===== src/rtl/ldd_pkg.sv =====
`default_nettype none
package ldd_pkg;

    // ------------------------------------------------------------
    // geometry
    // ------------------------------------------------------------
    localparam int NUM_LED   = 5;
    localparam int ADDR_W    = 8;
    localparam int DATA_W    = 16;
    localparam int REG_W     = 13;
    localparam int DUTY_W    = 12;
    localparam int CNT_W     = 14;

    // ------------------------------------------------------------
    // register offsets, consecutive per led
    // ------------------------------------------------------------
    localparam logic [7:0] LED1_DIMMING_CTRL_OFS = 8'h42;
    localparam logic [7:0] LED2_DIMMING_CTRL_OFS = 8'h43;
    localparam logic [7:0] LED3_DIMMING_CTRL_OFS = 8'h44;
    localparam logic [7:0] LED4_DIMMING_CTRL_OFS = 8'h45;
    localparam logic [7:0] LED5_DIMMING_CTRL_OFS = 8'h46;

    // ------------------------------------------------------------
    // field layout and reset values
    // ------------------------------------------------------------
    localparam int          DUTY_LSB       = 0;
    localparam int          DUTY_MSB       = 11;
    localparam int          FADE_DIS_BIT   = 12;
    localparam logic [12:0] DIM_CTRL_RESET = 13'h0000;
    localparam logic [11:0] DUTY_OFF       = 12'h000;
    localparam logic [11:0] DUTY_FULL      = 12'hfff;
    localparam int          DUTY_STEPS     = 4095;

    // ------------------------------------------------------------
    // timing
    // ------------------------------------------------------------
    localparam int PERIOD_CYCLES_DEF = 8192;
    localparam int DIM_CLK_DIV_DEF   = 1;

    // ------------------------------------------------------------
    // carriers
    // ------------------------------------------------------------
    typedef struct packed {
        logic [ADDR_W-1:0] addr;
        logic [DATA_W-1:0] wdata;
        logic              wr;
        logic              rd;
    } ldd_req_t;

    typedef struct packed {
        logic [NUM_LED-1:0][REG_W-1:0]  ctrl;
        logic [NUM_LED-1:0][DUTY_W-1:0] active;
        logic [CNT_W-1:0]               cnt;
        logic [CNT_W-1:0]               div;
        logic [DATA_W-1:0]              rdata;
        logic [NUM_LED-1:0]             led_on;
    } ldd_state_t;

endpackage
`default_nettype wire


===== src/rtl/ldd_dim_regs.sv =====
// Behaviour
// one dimming register per led; led2..led5 at 0x43..0x46 consecutively.
// bits 11:0 hold the 12-bit duty code of that led's bypass switch.
// duty decodes linearly: 0x000 off, each step 1/4095 period, 0xfff full.
// bit 12 set disables dimming/fade; clear enables it (inverted polarity).
// registers read back what was last written, zero after reset.
// one dimming period lasts 8192 dimming clock cycles by default.
//
// The plain strobed port was decided locally.
`timescale 1ns/1ps
`default_nettype none

module ldd_dim_regs #(
    parameter int PERIOD_CYCLES = ldd_pkg::PERIOD_CYCLES_DEF,
    parameter int DIM_CLK_DIV   = ldd_pkg::DIM_CLK_DIV_DEF
) (
    input  wire logic                           clk,
    input  wire logic                           resetn,
    input  wire ldd_pkg::ldd_req_t              bus_req,
    output logic [ldd_pkg::DATA_W-1:0]          reg_rdata,
    output logic [ldd_pkg::NUM_LED-1:0]         led_on,
    output logic [ldd_pkg::NUM_LED-1:0]         bypass_on,
    output logic                                period_start
);

    // ------------------------------------------------------------
    // constants sized for the counters
    // ------------------------------------------------------------
    localparam logic [ldd_pkg::CNT_W-1:0] PERIOD_LAST = ldd_pkg::CNT_W'(PERIOD_CYCLES - 1);
    localparam logic [ldd_pkg::CNT_W-1:0] DIV_LAST    = ldd_pkg::CNT_W'(DIM_CLK_DIV - 1);

    ldd_pkg::ldd_state_t s_q;
    ldd_pkg::ldd_state_t s_d;
    logic                dim_tick;
    logic                period_end;

    // ------------------------------------------------------------
    // state update
    // ------------------------------------------------------------
    always_comb begin
        s_d        = s_q;
        dim_tick   = (s_q.div == DIV_LAST);
        period_end = dim_tick && (s_q.cnt == PERIOD_LAST);

        // dimming clock enable
        s_d.div = dim_tick ? '0 : s_q.div + 1'b1;

        // period counter
        if (dim_tick) begin
            s_d.cnt = period_end ? '0 : s_q.cnt + 1'b1;
        end

        // read data stand one cycle only
        s_d.rdata = '0;

        for (int i = 0; i < ldd_pkg::NUM_LED; i++) begin
            if (bus_req.wr && bus_req.addr == ldd_pkg::LED1_DIMMING_CTRL_OFS + 8'(i)) begin
                s_d.ctrl[i] = bus_req.wdata[ldd_pkg::REG_W-1:0];
            end
            if (bus_req.rd && bus_req.addr == ldd_pkg::LED1_DIMMING_CTRL_OFS + 8'(i)) begin
                s_d.rdata = {3'h0, s_q.ctrl[i]};
            end

            // fade enabled: new duty taken at period boundary only
            if (!s_q.ctrl[i][ldd_pkg::FADE_DIS_BIT]) begin
                if (period_end) begin
                    s_d.active[i] = s_q.ctrl[i][ldd_pkg::DUTY_MSB:ldd_pkg::DUTY_LSB];
                end
            end else begin
                s_d.active[i] = s_q.ctrl[i][ldd_pkg::DUTY_MSB:ldd_pkg::DUTY_LSB];
            end

            // on while cnt/period < duty/4095
            s_d.led_on[i] = (32'(s_q.cnt) * 32'(ldd_pkg::DUTY_STEPS))
                          < (32'(s_q.active[i]) * 32'(PERIOD_CYCLES));
        end
    end

    always_ff @(posedge clk or negedge resetn) begin
        if (!resetn) begin
            for (int i = 0; i < ldd_pkg::NUM_LED; i++) begin
                s_q.ctrl[i]   <= ldd_pkg::DIM_CTRL_RESET;
                s_q.active[i] <= ldd_pkg::DUTY_OFF;
            end
            s_q.cnt    <= '0;
            s_q.div    <= '0;
            s_q.rdata  <= '0;
            s_q.led_on <= '0;
        end else begin
            s_q <= s_d;
        end
    end

    // ------------------------------------------------------------
    // outputs
    // ------------------------------------------------------------
    assign reg_rdata    = s_q.rdata;
    assign led_on       = s_q.led_on;
    assign bypass_on    = ~s_q.led_on;
    assign period_start = (s_q.cnt == '0) && (s_q.div == '0);

    logic mapped_rd;
    assign mapped_rd = (bus_req.addr >= ldd_pkg::LED1_DIMMING_CTRL_OFS)
                    && (bus_req.addr <= ldd_pkg::LED5_DIMMING_CTRL_OFS);

    for (genvar g = 0; g < ldd_pkg::NUM_LED; g++) begin : g_chk
        localparam logic [7:0] OFS = ldd_pkg::LED1_DIMMING_CTRL_OFS + 8'(g);

    end

    // ------------------------------------------------------------
    // per-led register and duty checks
    // ------------------------------------------------------------
    for (genvar g = 0; g < ldd_pkg::NUM_LED; g++) begin : g_led_chk
        localparam logic [7:0] OFS = ldd_pkg::LED1_DIMMING_CTRL_OFS + 8'(g);

    end
endmodule

`default_nettype wire


===== config.mk =====
export PLATFORM = sky130hd
export DESIGN_NAME = ldd_dim_regs
export DESIGN_NICKNAME = d
export VERILOG_FILES = /design/src/rtl/ldd_pkg.sv /design/src/rtl/ldd_dim_regs.sv
export SDC_FILE = /design/constraint.sdc
export NUM_CORES = 1
export LEC_CHECK = 0
export ABC_AREA = 1
export BUFFER_PORTS_ARGS = -buffer_cell sky130_fd_sc_hd__buf_2
export CORE_ASPECT_RATIO = 1.75
export CORE_MARGIN = 2
export CORE_UTILIZATION = 45
export CTS_CLUSTER_SIZE = 30
export DETAILED_ROUTE_END_ITERATION = 6
export GPL_ROUTABILITY_DRIVEN = 0
export PLACE_DENSITY_LB_ADDON = 0.2
export SLEW_MARGIN = 20
export SYNTH_ARGS = -nofsm -noshare
export SYNTH_HDL_FRONTEND = slang
export SYNTH_SLANG_ARGS = --single-unit

===== constraint.sdc =====
create_clock -name clk -period 6.85 [get_ports clk]
set_input_delay 0.3425 -clock clk [delete_from_list [all_inputs] [get_ports clk]]
set_output_delay 0.3425 -clock clk [all_outputs]
set_load 0.02 [all_outputs]

==> Flow_metrics.wiki <==
{| class="wikitable"
! Metric !! Value
|-
| Delay of the slowest critical-path stage || just over 0.7 ns
|-
| Share of cells above drive strength 1 || 0.0908
|-
| Total of flip-flops plus latches after synthesis || about 170
|-
| Crit path top cell by count || inv_1
|-
| Power per Cell Area || ~160 mW/mm2
|-
| Crit Reg-Reg Startpoint || s_q[45]
|-
| Post-synth cell types || 47
|-
| Antenna diode instance count || 0
|-
| Slew at the pin with the worst max-slew slack || ~1.0 ns
|-
| Antenna viol nets, final || 0
|-
| CP required || 7.22 ns
|-
| Layout area overhead || 8.03%
|-
| Most area-hungry cell type in the Yosys netlist || dfrtp_1
|-
| Synthesized instance count || 1479
|-
| Post-synthesis cell area || 0.0128 mm2
|-
| Final hold slack || -0.0109 ns
|-
| Number of antenna violations at the first check in global routing || 0
|-
| Number of input and output port buffers inserted || 48
|-
| H-tree lvl count || 4
|-
| Sequential area share after synthesis || 0.336
|-
| Endpoints failing hold || 4
|-
| Clock-pin slew on the worst setup and hold paths || 0.07 ns
|-
| Average wire per cell in the routed design || approximately 16 um
|-
| Tmin final || 6.41 ns
|-
| Worst setup SP type || flip-flop
|-
| Maximum clock frequency || 156 MHz
|-
| Static Leakage || 0.00734 uW
|-
| Crit path arrival time || 6.78 ns
|-
| Part of the cycle the worst path needs || 0.935
|-
| Post-DP HPWL || 24400 um
|-
| Prevailing post-synth register cell || dfrtp_1
|-
| Share of synthesized registers carrying an async set or reset || 1.00
|-
| Met2 wire length || 17200 um
|-
| DRC Markers || 0
|-
| DRC marker count from the first detailed-route iteration || a little over 400
|-
| CTS Hold Buffers Added || 0
|-
| Number of nets in the finished design || 1748
|-
| Starting density of the core || 0.458
|-
| Setup Buffers After CTS || 0
|-
| Library cell with the highest instance count after synthesis || nand2_1
|-
| Worst Setup End Kind || flip-flop
|-
| Post-Place Cell Area || 0.0132 mm2
|-
| Worst hold path type || in2async
|-
| Die Height || around 230 um
|-
| Met1 wire length || 11300 um
|-
| Top delay family on crit path || adder cells
|-
| First-pass DRT Iterations || 5
|-
| IR Drop Worst-Case VDD || roughly 0.20 mV
|-
| Leading cell types by count after synthesis || 292 x nand2_1, 287 x inv_1, 171 x dfrtp_1
|-
| Highest-delay cell along the critical path || fa_1
|-
| Final slew viol count || 0
|-
| Top layer in use || met4
|-
| Vias in the first global route || 9649
|-
| Failing checks || negative hold slack
|-
| Yosys synthesis warning count || 0
|-
| Setup-violating endpoint count in the final report || 0
|-
| Tightest slew margin relative to the limit || 0.302
|-
| Worst setup slack for register-to-register paths || 0.44 ns
|-
| Die outline width || 131 um
|-
| Number of enable-type register cells in the synthesized netlist || 0
|-
| Yosys top cell area share || 0.336
|-
| Gr ovfl total || 0
|-
| Max Cap Violations || 0
|-
| Worst r2r dst || led_on[2]
|-
| Unrepaired setup endpoints after global routing || no
|-
| Final std cell area, no fill || between 0.01 and 0.015 mm2
|-
| Vias || roughly 9500
|-
| Outcome || finished with violations
|-
| Met3 WL || ~670 um
|-
| Crit Path Category || reg2reg
|-
| Number of buffer and inverter stages on the critical path || 7
|-
| Insertion delay to the later sink of the worst-skew pair || between 0.4 and 0.5 ns
|-
| Cell types with the largest area share after synthesis || dfrtp_1 34%, fa_1 13%, ha_1 13%, nand2_1 8.6%, inv_1 8.4%
|-
| Ports || between 50 and 60
|-
| Drt via density || 5.04
|-
| Final-layout setup total negative slack || 0 ns
|-
| Overall routing resource usage || 0.217
|-
| Row Count || just over 80
|-
| Largest net degree at the start of global routing || 110
|-
| Sum of routed wire length over all layers || 30700 um
|-
| Clk buf depth || 2
|-
| Root buffer cell || clkbuf_16
|-
| TritonCTS Buffers || 17
|-
| Sink count of the clock tree || 171
|-
| CTS tree || done
|-
| Maximum fanout along the worst path || 6
|-
| Fillers || 2726
|-
| Worst-case reg-to-reg path depth || 29
|-
| Die footprint || 0.0298 mm2
|-
| Worst Clk Skew || 0.00771 ns
|-
| First-pass GRT wire length || 49800 um
|-
| Area of the placeable core || between 0.02 and 0.03 mm2
|-
| Post-synthesis average cell area || approximately 8.6 um2
|}
[cells in the final DEF (no fill, tap or decap), drive strengths merged, types with 6 or more instances in the layout]
cell type  count
a21o           7
xnor2          6
nor3          12
o21ai        155
buf           61
dfrtp        171
clkbuf        21
fa            83
a211oi         8
ha           129
nand4         19
inv          295
nand2        303
xor2          20
nor2          72
o21bai         7
nor4           7
nand3         62
a21oi         42
[metrics by stage]
step                      instances  total power [uW]  hold slack [ns]  setup WS [ns]   util
final                          1892              2250          -0.0109          0.443  0.494
after global routing           1892              2350           0.0864        0.00445  0.494
after CTS                      1892              2280            0.109          0.380  0.494
after detailed placement       1862              1320            0.463          0.405  0.474
after global placement         1862              1320            0.459          0.464  0.474
after floorplan                1481              1250           0.0469           1.07      -
[registers in the layout (all words and copies together) (netlist names)]
| register | flops |
|---|---|
| reg_rdata | 13 |
| led_on | 5 |
| s_q | 153 |
[layout make-up]
type / instances / area (um2) / area share
clock inverter: 10 / 105 / 0.00763
timing repair buffer: 62 / 354 / 0.0257
inverter: 290 / 1090 / 0.0790
sequential: 171 / 4280 / 0.311
tap: 373 / 467 / 0.0339
clock buffer: 20 / 457 / 0.0332
multi-input combinational: 966 / 7020 / 0.510
[power by group]
group	internal, uW	switching (uW)
sequential	1060	30.3
clock	522	433
combinational	67.3	140
total	1650	603
[repair_timing]
action | 4_1_cts | 5_1_grt
setup endpoints to repair | 0 | 1
resized for setup | 0 | 1
hold endpoints to repair | 0 | 0
[kinds of logic after synthesis]
logic type / Yosys count / synth area share
AOI/OAI and AO/OA: 237 / 0.108
xor gates and xnor gates: 26 / 0.0179
adders and majority gates: 212 / 0.257
buffers and inverters: 344 / 0.114
DFF: 171 / 0.336
other: 1 / 0.000294
and+or+nand+nor: 488 / 0.167
[per-layer routing]
metal  GRT usage  up-vias
li1            -     4692
met1       0.220     4611
met2       0.429      159
met3      0.0268       72
met4       0.114        0
met5           0        -
[how the worst max path moves through the flow]
| stage | startpoint | to | slack [ns] | cells after the start |
|---|---|---|---|---|
| global route | s_q[40] | led_on[4] | 0.004 | 26 |
| floorplan | s_q[43] | led_on[2] | 1.07 | 28 |
| detailed placement | s_q[40] | led_on[1] | 0.40 | 26 |
| global placement | s_q[40] | led_on[0] | 0.46 | 26 |
| finish | s_q[45] | led_on[2] | 0.44 | 29 |
| CTS | s_q[40] | led_on[1] | 0.38 | 26 |
Power figures use the tool's default switching activity.
